### src/rtl/sfspi_regs.svh
`ifndef SFSPI_REGS_SVH
`define SFSPI_REGS_SVH

// Bits in one serial byte
`define SFSPI_BYTE_BITS 8
// Least stages of an input synchroniser
`define SFSPI_MIN_STAGES 2
// Pin reset levels {cs_n, sck, io3, io2, io1, io0}: deselected, pull-ups high
`define SFSPI_PIN_RST 6'h2c
// All lanes released
`define SFSPI_OE_N_RST 4'hf
// Falling edges per byte for each lane width
`define SFSPI_FALLS_SINGLE 4'h8
`define SFSPI_FALLS_DUAL 4'h4
`define SFSPI_FALLS_QUAD 4'h2

`endif

### src/rtl/sfspi_pkg.sv
`default_nettype none
package sfspi_pkg;

  typedef enum logic [1:0] {
    sfspi_w_single = 2'b00,
    sfspi_w_dual = 2'b01,
    sfspi_w_quad = 2'b10
  } sfspi_width_type;

  typedef enum logic {
    sfspi_st_idle = 1'b0,
    sfspi_st_sel = 1'b1
  } sfspi_state_type;

  // Received byte towards the command logic
  typedef struct packed {
    logic valid;
    logic first;
    logic [7:0] data;
  } sfspi_rx_type;

  // Byte and lane width offered for the read phase
  typedef struct packed {
    logic enable;
    sfspi_width_type width;
    logic [7:0] data;
  } sfspi_tx_type;

  // Pin drive: value and active-low enable per lane
  typedef struct packed {
    logic [3:0] dout;
    logic [3:0] oe_n;
  } sfspi_lanes_type;

endpackage
`default_nettype wire

### src/rtl/sfspi_sync.sv
`include "sfspi_regs.svh"
`default_nettype none
module sfspi_sync #(
  parameter int WIDTH = 1,
  parameter int STAGES = 2,
  parameter logic [WIDTH-1:0] RST_VAL = '0
) (
  input wire logic clock,
  input wire logic nrst,
  input wire logic ce,
  input wire logic [WIDTH-1:0] async_in,
  output logic [WIDTH-1:0] sync_out
);

  if (STAGES < `SFSPI_MIN_STAGES) begin : g_chk
    $error("sfspi_sync needs at least two stages");
  end

  logic [WIDTH-1:0] stage_ff [STAGES];
  logic [WIDTH-1:0] nxt_stage [STAGES];

  // First stage feeds only the second
  always_comb begin
    nxt_stage[0] = async_in;
    for (int i = 1; i < STAGES; i++) begin
      nxt_stage[i] = stage_ff[i-1];
    end
  end

  always_ff @(posedge clock or negedge nrst) begin
    if (!nrst) begin
      for (int i = 0; i < STAGES; i++) begin
        stage_ff[i] <= RST_VAL;
      end
    end else if (ce) begin
      stage_ff <= nxt_stage;
    end
  end

  assign sync_out = stage_ff[STAGES-1];

endmodule
`default_nettype wire

### src/rtl/sfspi_pin_if.sv
// Function
// - Low select enables, high select means standby
// - Operation starts only at select falling
// - Select rising ends the operation
// - Stay active until internal cycle completes
// - Sample input line on clock rising
// - Change output line on clock falling
// - Input line becomes lane 0 in dual and quad reads
// - Ignore input line while deselected
// - Output line stays a lane in dual
// - Release output line while deselected
// - Lanes 2 and 3 only with quad enable
`include "sfspi_regs.svh"
`default_nettype none
module sfspi_pin_if #(
  parameter int SYNC_STAGES = 2,
  parameter int BYTE_BITS = `SFSPI_BYTE_BITS
) (
  input wire logic clock,
  input wire logic nrst,
  input wire logic ce,
  input wire logic pin_cs_n,
  input wire logic pin_sck,
  input wire logic [3:0] pin_io_in,
  output logic [3:0] pin_io_out,
  output logic [3:0] pin_io_oe_n,
  input wire logic quad_lane_enable_bit,
  input wire logic internal_busy,
  input wire sfspi_pkg::sfspi_tx_type tx_in,
  output logic tx_take,
  output sfspi_pkg::sfspi_rx_type rx_out,
  output logic op_start,
  output logic op_end,
  output logic selected,
  output logic standby,
  output logic wp_n,
  output logic hold_n
);

  if (BYTE_BITS != 8) begin : g_chk
    $error("sfspi_pin_if serves 8-bit bytes only");
  end

  logic [5:0] pins_s;
  logic cs_n_s;
  logic sck_s;
  logic [3:0] io_s;

  sfspi_sync #(
    .WIDTH(6),
    .STAGES(SYNC_STAGES),
    .RST_VAL(`SFSPI_PIN_RST)
  ) u_sync (
    .clock(clock),
    .nrst(nrst),
    .ce(ce),
    .async_in({pin_cs_n, pin_sck, pin_io_in}),
    .sync_out(pins_s)
  );

  assign cs_n_s = pins_s[5];
  assign sck_s = pins_s[4];
  assign io_s = pins_s[3:0];

  function automatic logic [3:0] falls_of(input sfspi_pkg::sfspi_width_type w);
    unique case (w)
      sfspi_pkg::sfspi_w_dual: falls_of = `SFSPI_FALLS_DUAL;
      sfspi_pkg::sfspi_w_quad: falls_of = `SFSPI_FALLS_QUAD;
      default: falls_of = `SFSPI_FALLS_SINGLE;
    endcase
  endfunction

  // Top bits of the byte onto the lanes of the given width
  function automatic sfspi_pkg::sfspi_lanes_type drive_of(input sfspi_pkg::sfspi_width_type w,
                                                          input logic [7:0] b);
    sfspi_pkg::sfspi_lanes_type l;
    l = '0;
    unique case (w)
      sfspi_pkg::sfspi_w_dual: begin
        l.dout = {2'h0, b[7], b[6]};
        l.oe_n = 4'hc;
      end
      sfspi_pkg::sfspi_w_quad: begin
        l.dout = b[7:4];
        l.oe_n = 4'h0;
      end
      default: begin
        l.dout = {2'h0, b[7], 1'b0};
        l.oe_n = 4'hd;
      end
    endcase
    return l;
  endfunction

  function automatic logic [7:0] shift_of(input sfspi_pkg::sfspi_width_type w, input logic [7:0] b);
    unique case (w)
      sfspi_pkg::sfspi_w_dual: shift_of = {b[5:0], 2'h0};
      sfspi_pkg::sfspi_w_quad: shift_of = {b[3:0], 4'h0};
      default: shift_of = {b[6:0], 1'b0};
    endcase
  endfunction

  sfspi_pkg::sfspi_state_type state_ff, nxt_state;
  logic cs_n_d_ff, nxt_cs_n_d;
  logic sck_d_ff, nxt_sck_d;
  logic [7:0] rx_shift_ff, nxt_rx_shift;
  logic [2:0] rx_cnt_ff, nxt_rx_cnt;
  logic rx_first_ff, nxt_rx_first;
  sfspi_pkg::sfspi_rx_type rx_out_ff, nxt_rx_out;
  logic [7:0] tx_shift_ff, nxt_tx_shift;
  logic [3:0] tx_left_ff, nxt_tx_left;
  sfspi_pkg::sfspi_width_type tx_width_ff, nxt_tx_width;
  sfspi_pkg::sfspi_lanes_type lanes_ff, nxt_lanes;
  logic tx_take_ff, nxt_tx_take;
  logic op_start_ff, nxt_op_start;
  logic op_end_ff, nxt_op_end;
  logic standby_ff, nxt_standby;
  logic wp_n_ff, nxt_wp_n;
  logic hold_n_ff, nxt_hold_n;

  logic cs_fall;
  logic cs_rise;
  logic sck_rise;
  logic sck_fall;
  sfspi_pkg::sfspi_width_type eff_width;

  // Edges from synchronised copies, so either idle level works
  // idle level free
  assign sck_rise = sck_s & ~sck_d_ff;
  assign sck_fall = ~sck_s & sck_d_ff;
  assign cs_fall = ~cs_n_s & cs_n_d_ff;
  assign cs_rise = cs_n_s & ~cs_n_d_ff;

  assign eff_width = (tx_in.width == sfspi_pkg::sfspi_w_quad && !quad_lane_enable_bit) ?
                     sfspi_pkg::sfspi_w_single : tx_in.width;

  always_comb begin
    nxt_state = state_ff;
    nxt_cs_n_d = cs_n_s;
    nxt_sck_d = sck_s;
    nxt_rx_shift = rx_shift_ff;
    nxt_rx_cnt = rx_cnt_ff;
    nxt_rx_first = rx_first_ff;
    nxt_rx_out = rx_out_ff;
    nxt_rx_out.valid = 1'b0;
    nxt_tx_shift = tx_shift_ff;
    nxt_tx_left = tx_left_ff;
    nxt_tx_width = tx_width_ff;
    nxt_lanes = lanes_ff;
    nxt_tx_take = 1'b0;
    nxt_op_start = 1'b0;
    nxt_op_end = 1'b0;
    nxt_standby = cs_n_s & ~internal_busy;
    // Dedicated pin functions only when lanes 2 and 3 are not data
    // keep dedicated use
    nxt_wp_n = quad_lane_enable_bit | io_s[2];
    nxt_hold_n = quad_lane_enable_bit | io_s[3];
    unique case (state_ff)
      sfspi_pkg::sfspi_st_idle: begin
        nxt_lanes.oe_n = `SFSPI_OE_N_RST;
        nxt_lanes.dout = 4'h0;
        if (cs_fall) begin
          nxt_state = sfspi_pkg::sfspi_st_sel;
          nxt_op_start = 1'b1;
          nxt_rx_cnt = 3'h0;
          nxt_rx_first = 1'b1;
          nxt_tx_left = 4'h0;
        end
      end
      sfspi_pkg::sfspi_st_sel: begin
        if (cs_rise) begin
          nxt_state = sfspi_pkg::sfspi_st_idle;
          nxt_op_end = 1'b1;
          nxt_lanes.oe_n = `SFSPI_OE_N_RST;
          nxt_lanes.dout = 4'h0;
        end else begin
          if (sck_rise) begin
            nxt_rx_shift = {rx_shift_ff[6:0], io_s[0]};
            nxt_rx_cnt = rx_cnt_ff + 3'h1;
            if (rx_cnt_ff == 3'h7) begin
              nxt_rx_out.valid = 1'b1;
              nxt_rx_out.first = rx_first_ff;
              nxt_rx_out.data = {rx_shift_ff[6:0], io_s[0]};
              nxt_rx_first = 1'b0;
            end
          end
          if (sck_fall) begin
            if (!tx_in.enable) begin
              nxt_lanes.oe_n = `SFSPI_OE_N_RST;
              nxt_tx_left = 4'h0;
            end else if (tx_left_ff == 4'h0) begin
              // Width is taken per byte; a change mid-byte waits
              // lane 1 turns output
              nxt_lanes = drive_of(eff_width, tx_in.data);
              nxt_tx_shift = shift_of(eff_width, tx_in.data);
              nxt_tx_width = eff_width;
              nxt_tx_left = falls_of(eff_width) - 4'h1;
              nxt_tx_take = 1'b1;
            end else begin
              nxt_lanes = drive_of(tx_width_ff, tx_shift_ff);
              nxt_tx_shift = shift_of(tx_width_ff, tx_shift_ff);
              nxt_tx_left = tx_left_ff - 4'h1;
            end
          end
        end
      end
    endcase
  end

  always_ff @(posedge clock or negedge nrst) begin
    if (!nrst) begin
      state_ff <= sfspi_pkg::sfspi_st_idle;
      cs_n_d_ff <= 1'b1;
      sck_d_ff <= 1'b0;
      rx_shift_ff <= 8'h00;
      rx_cnt_ff <= 3'h0;
      rx_first_ff <= 1'b0;
      rx_out_ff <= '0;
      tx_shift_ff <= 8'h00;
      tx_left_ff <= 4'h0;
      tx_width_ff <= sfspi_pkg::sfspi_w_single;
      lanes_ff.dout <= 4'h0;
      lanes_ff.oe_n <= `SFSPI_OE_N_RST;
      tx_take_ff <= 1'b0;
      op_start_ff <= 1'b0;
      op_end_ff <= 1'b0;
      standby_ff <= 1'b1;
      wp_n_ff <= 1'b1;
      hold_n_ff <= 1'b1;
    end else if (ce) begin
      state_ff <= nxt_state;
      cs_n_d_ff <= nxt_cs_n_d;
      sck_d_ff <= nxt_sck_d;
      rx_shift_ff <= nxt_rx_shift;
      rx_cnt_ff <= nxt_rx_cnt;
      rx_first_ff <= nxt_rx_first;
      rx_out_ff <= nxt_rx_out;
      tx_shift_ff <= nxt_tx_shift;
      tx_left_ff <= nxt_tx_left;
      tx_width_ff <= nxt_tx_width;
      lanes_ff <= nxt_lanes;
      tx_take_ff <= nxt_tx_take;
      op_start_ff <= nxt_op_start;
      op_end_ff <= nxt_op_end;
      standby_ff <= nxt_standby;
      wp_n_ff <= nxt_wp_n;
      hold_n_ff <= nxt_hold_n;
    end
  end

  // Release lags the pin by the synchroniser; host must allow it
  assign pin_io_out = lanes_ff.dout;
  assign pin_io_oe_n = lanes_ff.oe_n;
  assign tx_take = tx_take_ff;
  assign rx_out = rx_out_ff;
  assign op_start = op_start_ff;
  assign op_end = op_end_ff;
  assign selected = state_ff;
  assign standby = standby_ff;
  assign wp_n = wp_n_ff;
  assign hold_n = hold_n_ff;

endmodule
`default_nettype wire

### config.mk
export PLATFORM = sky130hd
export DESIGN_NAME = sfspi_pin_if
export DESIGN_NICKNAME = d
export VERILOG_FILES = /design/src/rtl/sfspi_pkg.sv /design/src/rtl/sfspi_sync.sv /design/src/rtl/sfspi_pin_if.sv
export VERILOG_INCLUDE_DIRS = /design/src /design/src/rtl
export SDC_FILE = /design/constraint.sdc
export NUM_CORES = 1
export LEC_CHECK = 0
export ABC_CLOCK_PERIOD_IN_PS = 2300
export BUFFER_PORTS_ARGS = -buffer_cell sky130_fd_sc_hd__buf_2
export CAP_MARGIN = 20
export CORE_AREA = 3 3 107 98
export CTS_CLUSTER_DIAMETER = 30
export DETAILED_ROUTE_END_ITERATION = 6
export DIE_AREA = 0 0 110 101
export REMOVE_ABC_BUFFERS = 1
export SKIP_LAST_GASP = 1
export SLEW_MARGIN = 20
export SYNTH_ARGS = -nofsm -noshare
export SYNTH_HDL_FRONTEND = slang
export SYNTH_SLANG_ARGS = --single-unit
### constraint.sdc
create_clock -name clock -period 2.3 [get_ports clock]
set_input_delay 0.69 -clock clock [delete_from_list [all_inputs] [get_ports clock]]
set_output_delay 0.69 -clock clock [all_outputs]
set_load 0.03 [all_outputs]
Yosys cells after proc, flatten, opt, wreduce, memory -nomap -nowiden. Index checks and enable logic that the tools add are counted.

Bits in registers: 64. Memory bits (read-only): 0. Logic and storage cells: 112. Memories: 0. Memory bits (writable): 0. Bits in latches: 0. Input bits: 22. Output and inout port bits: 25.

Muxes and demuxes: 48. Reductions and logical operators: 12. $mul: 0. Div/mod/pow operators: 0. Magnitude comparators: 0. Bitwise gates (word level): 14. $add $sub $neg: 3. Equal/unequal tests: 13. Shifts and indexed selects: 0.

Operators with widths (count): $pmux 8 s2 (5); $mux 4 (12); $mux 10 (4); $mux 8 (4); $pmux 4 s2 (2); $reduce_and 5->1 (3); $mux 1 (14); $reduce_and 4->1 (3); $mux 3 (3); $sub 4x1->4 const B (2); $not 1->1 (7); $eq 2x2->1 const B (3); $ne 2x1->1 const B (3); $pmux 3 s2 (1); $reduce_and 6->1 (1); $and 1x1->1 (5); $eq 2x1->1 const B (2); $logic_not 4->1 (1); $ne 2x2->1 const B (2); $pmux 1 s2 (2); $add 3x1->3 const B (1); $eq 3x3->1 const B (1); $ne 3x1->1 const B (1); $ne 3x2->1 const B (1); other kinds (6) (7).

Depth between registers and ports, before layout.
Word-level depth: 16. Mapped depth: 7. Mapped depth without buffers: 6.

Modules after synthesis. Synthesis repeated with hierarchy kept, for this count alone.

Cell total of the unflattened synthesis: 266. Area total of the unflattened synthesis: 3014.1 sq um.

Modules (own cells, without submodules): sfspi_pin_if (cells each 241, times used 1, seq. area each 1260.0 sq um, area an instance 2522.4 sq um); sfspi_sync (cells each 25, times used 1, seq. area each 307.8 sq um, area an instance 491.7 sq um).

Worst setup path before layout. No wires, ideal clock.

Path kind: input port to flip-flop. Start: input port tx_in[8] in the netlist's numbering. End: register tx_left_ff[2]. Cell stages on the path: 7. Path slack: 0.412 ns. Buffers on the path: 1. Data required time: 2.179 ns. Arrival time: 1.767 ns. Library setup time: 0.121 ns. Cells stage by stage: and3b_1 clkbuf_1 a21oi_1 ha_1 nand2b_1 mux2i_1 a22o_1.

Cells in the longest elaborated chain, start to end: 16. Elaborated cells on any way between the ends: 17. Classes of those cells: 1 x add/sub; 3 x eq/ne; 12 x mux; 1 x reduce/logical.

Ends and longest elaborated chain: from (decl) (RTL line sfspi_pin_if.sv:29) `input wire sfspi_pkg::sfspi_tx_type tx_in,`; $eq 2x2->1 (RTL line sfspi_pin_if.sv:134) `assign eff_width = (tx_in.width == sfspi_pkg::sfspi_w_quad && !quad_lane_enable_bit) ?`; $logic_and 1x1->1 (RTL line sfspi_pin_if.sv:134); $mux 2 * (RTL line sfspi_pin_if.sv:134); $eq 2x2->1 / $eq 2x1->1 (equally long branches) (RTL line sfspi_pin_if.sv:66) `unique case (w)`; $pmux 4 s2 * (RTL line sfspi_pin_if.sv:66); $mux 4 * (RTL line sfspi_pin_if.sv:191) `end else if (tx_left_ff == 4'h0) begin`; $mux 4 * (RTL line sfspi_pin_if.sv:188) `if (!tx_in.enable) begin`; $mux 4 * (RTL line sfspi_pin_if.sv:187) `if (sck_fall) begin`; $mux 4 * (RTL line sfspi_pin_if.sv:171) `if (cs_rise) begin`; $mux 4 * (RTL line sfspi_pin_if.sv:158) `unique case (state_ff)`; $sub 4x1->4 * (RTL line sfspi_pin_if.sv:197) `nxt_tx_left = falls_of(eff_width) - 4'h1;`; $mux 4 * (RTL line sfspi_pin_if.sv:191); $mux 4 * (RTL line sfspi_pin_if.sv:188); $mux 4 * (RTL line sfspi_pin_if.sv:187); $mux 4 * (RTL line sfspi_pin_if.sv:171); $pmux 4 s2 * (RTL line sfspi_pin_if.sv:158); to (signal assigned) (RTL line sfspi_pin_if.sv:239) `tx_left_ff <= nxt_tx_left;`; to (decl) (RTL line sfspi_pin_if.sv:111) `logic [3:0] tx_left_ff, nxt_tx_left;`.

Mark *: on every way between the ends. The rest lies on a longest branch, timed or not. The select of a mux whose other input is x is not followed. A chain may end at the register's enable or synchronous reset.

Worst setup path after layout.
Start: register tx_left_ff[0]. End: register lanes_ff, in the netlist pin_io_out[2].

Cells in the longest elaborated chain, start to end: 6.

Ends and longest elaborated chain: $logic_not 4->1 (RTL line sfspi_pin_if.sv:191); $mux 8 (RTL line sfspi_pin_if.sv:191); $mux 4 (RTL line sfspi_pin_if.sv:188); $mux 8 (RTL line sfspi_pin_if.sv:187); $mux 8 (RTL line sfspi_pin_if.sv:171); $pmux 8 s2 (RTL line sfspi_pin_if.sv:158); to (signal assigned) (RTL line sfspi_pin_if.sv:241) `lanes_ff <= nxt_lanes;`; to (decl) (RTL line sfspi_pin_if.sv:113) `sfspi_pkg::sfspi_lanes_type lanes_ff, nxt_lanes;`.

No other way between the ends. The select of a mux whose other input is x is not followed.

==> summary.md <==
| Metric | Value |
|---|---|
| CTS tree | yes |
| Core Rows | 34 |
| Vias per cell | 4.87 |
| Async SR Flop Fraction | 100% |
| Top FF cell, synth | dfrtp_1 |
| Register area share after synthesis | 53.8% |
| Relative slew slack | 63.9% |
| Worst vdd ir | 0.393 mV |
| Slowest CP cell | nor4_1 |
| Met3 global-route usage | 4.36% |
| Detailed-router iteration count before antenna repair | 5 |
| Pins over their slew limit | 0 |
| Final period utilization | 82.9% |
| GRT Max-Usage Layer | met2 |
| Crit-path cells | nor4_1, buf_4, mux2_2, nand2_1, o2bb2ai_1 |
| Synthesized netlist cell count | 247 |
| Synth Warn # | 0 |
| DP Cell Count | 415 |
| Initial Utilization | 29.5% |
| #FFs+latches synth | 60 |
| Detailed-route via count | 2,100 |
| Worst-path fanout max | 10 |
| Clk_lat worst skew | 0.33 ns |
| Worst Tran Pin Value | 0.542 ns |
| Final setup vio count | 0 |
| Yosys top cell area share | 41.7% |
| Largest area contributor in the netlist | dfrtp_1 |
| Largest net degree at the start of global routing | 23 |
| LEAKAGE | 1.62 nW |
| Layout Nets | 327 |
| GRT overflow | 0 |
| H-Tree Depth | 3 |
| Die height | 101 um |
| Detailed Route WL | 6040 um |
| RSZ-0062 raised after global routing | no |
| Met2 Use GR | 18.4% |
| Inserted Diodes | 0 |
| Nature of the critical path endpoint | flop |
| Post-Route Utilization | 36.2% |
| Clk_skew | 0.00739 ns |
| Most common cell after layout, fill and taps aside | dfrtp_1 |
| Clock Pin Slew Worst Setup and Hold Paths | 0.07 ns |
| Share of layout cells above drive strength 1 | 39.7% |
| Peak Freq | 525 MHz |
| Worst path max stage delay | 0.51 ns |
| Setup TNS | 0 ns |
| IO Count | 47 |
| Hold Slack | 0.336 ns |
| Outcome | finished, final reports clean |
| Clock Tree Root | clkbuf_8 |
| Wire per inst | 14.0 um |
| DRC viols | 0 |
| Final hold violations | 0 |
| Die width | 110 um |
| Finished Layout Cells | 431 |
| IO buf count | 45 |
| Min-delay worst type | primary input to async pin |
| Crit path time final | 1.91 ns |
| Pwr/cell area | 1060 nW/um^2 |
| Clock sinks | 60 |
| Max Root-Sink Buffers | 2 |
| Number of flops mapped to enable cells by yosys | 0 |
| Initial DRC count | 80 |
| CP Class | flop to flop |
| Setup Slack @ Placement | 0.200 ns |
| Total GRT Usage | 11.7% |
| # Post-CTS Setup Buffers | 0 |
| Startpoint class of the critical path | flop |
| Routability congestion estimate | 0.795 |
| CP arrival | 2.12 ns |
| Met1 Use GR | 14.9% |
| Worst Path Required | 2.52 ns |
| Crit path max-delay family | simple AND/OR/NAND/NOR gates |
| Worst Path Buf+Inv | 1 |
| Reg area | 1520 um^2 |
| Core area | 9570 um^2 |
| First-pass GRT wire length | 10,100 um |
| Die area | 11,100 um^2 |
| Clock buffer count from CTS | 9 |
| Cell variety after synth | 43 |
| Area of the multi-input gates | 1200 um^2 |
| Synthesized area | 2820 um^2 |
| Avg Cell Area, Syn | 11.4 um^2 |
| DRT antenna net count | 0 |
| Hold-fix buffers, CTS | 0 |
| Most area-consuming cells after synthesis | dfrtp_1, dfstp_2, mux2_2 |
| Vias in the first global route | 2,095 |
| Post-CTS sizing | 0 |
| Most frequent cells in the layout | dfrtp_1, buf_2, mux2_2 |
| HPWL Detailed | 4430 um |
| Layout fillers | 972 |
| Area added between synthesis and finish | 23.0% |
| Worst setup margin | 0.394 ns |
| Maxcap violations | 0 |
| Initial antenna violation count | 0 |
==> final timing paths <==
path                                     from  slack, ns  cells after the start              to
worst max-delay path            tx_left_ff[0]       0.39                      5   pin_io_out[2]
worst min register to register        standby       0.48                      1         standby
min in group clock                    standby       0.48                      1         standby
max in group asynchronous                nrst       1.38                      2  pin_io_oe_n[0]
worst min-delay path                     nrst       0.34                      1  rx_shift_ff[2]
worst max register to register  tx_left_ff[0]       0.39                      5   pin_io_out[2]
==> worst register-to-register path, cell delays in order (launching register included) <==
cell       delay [ns]
dfrtp_1          0.43
nor4_1           0.51
buf_4            0.28
mux2_2           0.37
nand2_1          0.12
o2bb2ai_1        0.09
==> area by class of cell <==
class | count | area share [%]
multi-input cells | 165 | 34.7
flip-flops and latches | 60 | 43.8
clock inverters | 6 | 2.49
clock buffers | 10 | 3.97
well taps | 126 | 4.55
repair buffers | 57 | 9.81
inverters | 7 | 0.758
==> through the flow <==
step	instance area (um^2)	total power, W
3_5_place_dp	3240	0.00265
2_1_floorplan	2750	0.00229
6_report	3470	0.00368
3_3_place_gp	3240	0.00262
4_1_cts	3470	0.00372
5_1_grt	3470	0.00393
==> metal layers <==
metal / wire [um] / up-vias / share of wire [%]
met5: 0 / - / 0
met2: 2920 / 46 / 48
met1: 2680 / 1038 / 44
li1: - / 1009 / -
met3: 388 / 7 / 6.4
met4: 51 / 0 / 0.84
==> registers in the layout, indices dropped and copies added (netlist names) <==
signal,flops
tx_left_ff,4
sck_d_ff,1
rx_cnt_ff,3
wp_n,1
tx_take,1
rx_first_ff,1
rx_out,10
hold_n,1
op_end,1
tx_shift_ff,7
op_start,1
pin_io_out,4
rx_shift_ff,7
tx_width_ff,2
u_sync.nxt_stage,5
u_sync.sync_out,5
selected,1
cs_n_d_ff,1
pin_io_oe_n,3
standby,1
==> report_power, final <==
part | switching (W) | internal, W | total, W
clock | 0.000409 | 0.000639 | 0.00105
combinational | 0.000615 | 0.000495 | 0.00111
sequential | 0.000212 | 0.00131 | 0.00152
total | 0.00124 | 0.00244 | 0.00368
==> cell families after synthesis <==
logic type,share of synthesized area [%]
muxes,13.8
AOI/OAI and AO/OA,15.3
buffers and inverters,3.55
DFF,53.8
and+or+nand+nor,11.4
adders and majority gates,2.22
==> cells in the mapped netlist, types with 7 or more instances <==
library cell,count
a21oi_1,10
clkbuf_1,8
dfrtp_1,47
dfstp_2,13
inv_1,7
mux2_2,30
nand2_1,20
nor2_1,16
o21ai_0,14
Note: power is estimated with default switching activity, not from simulation.
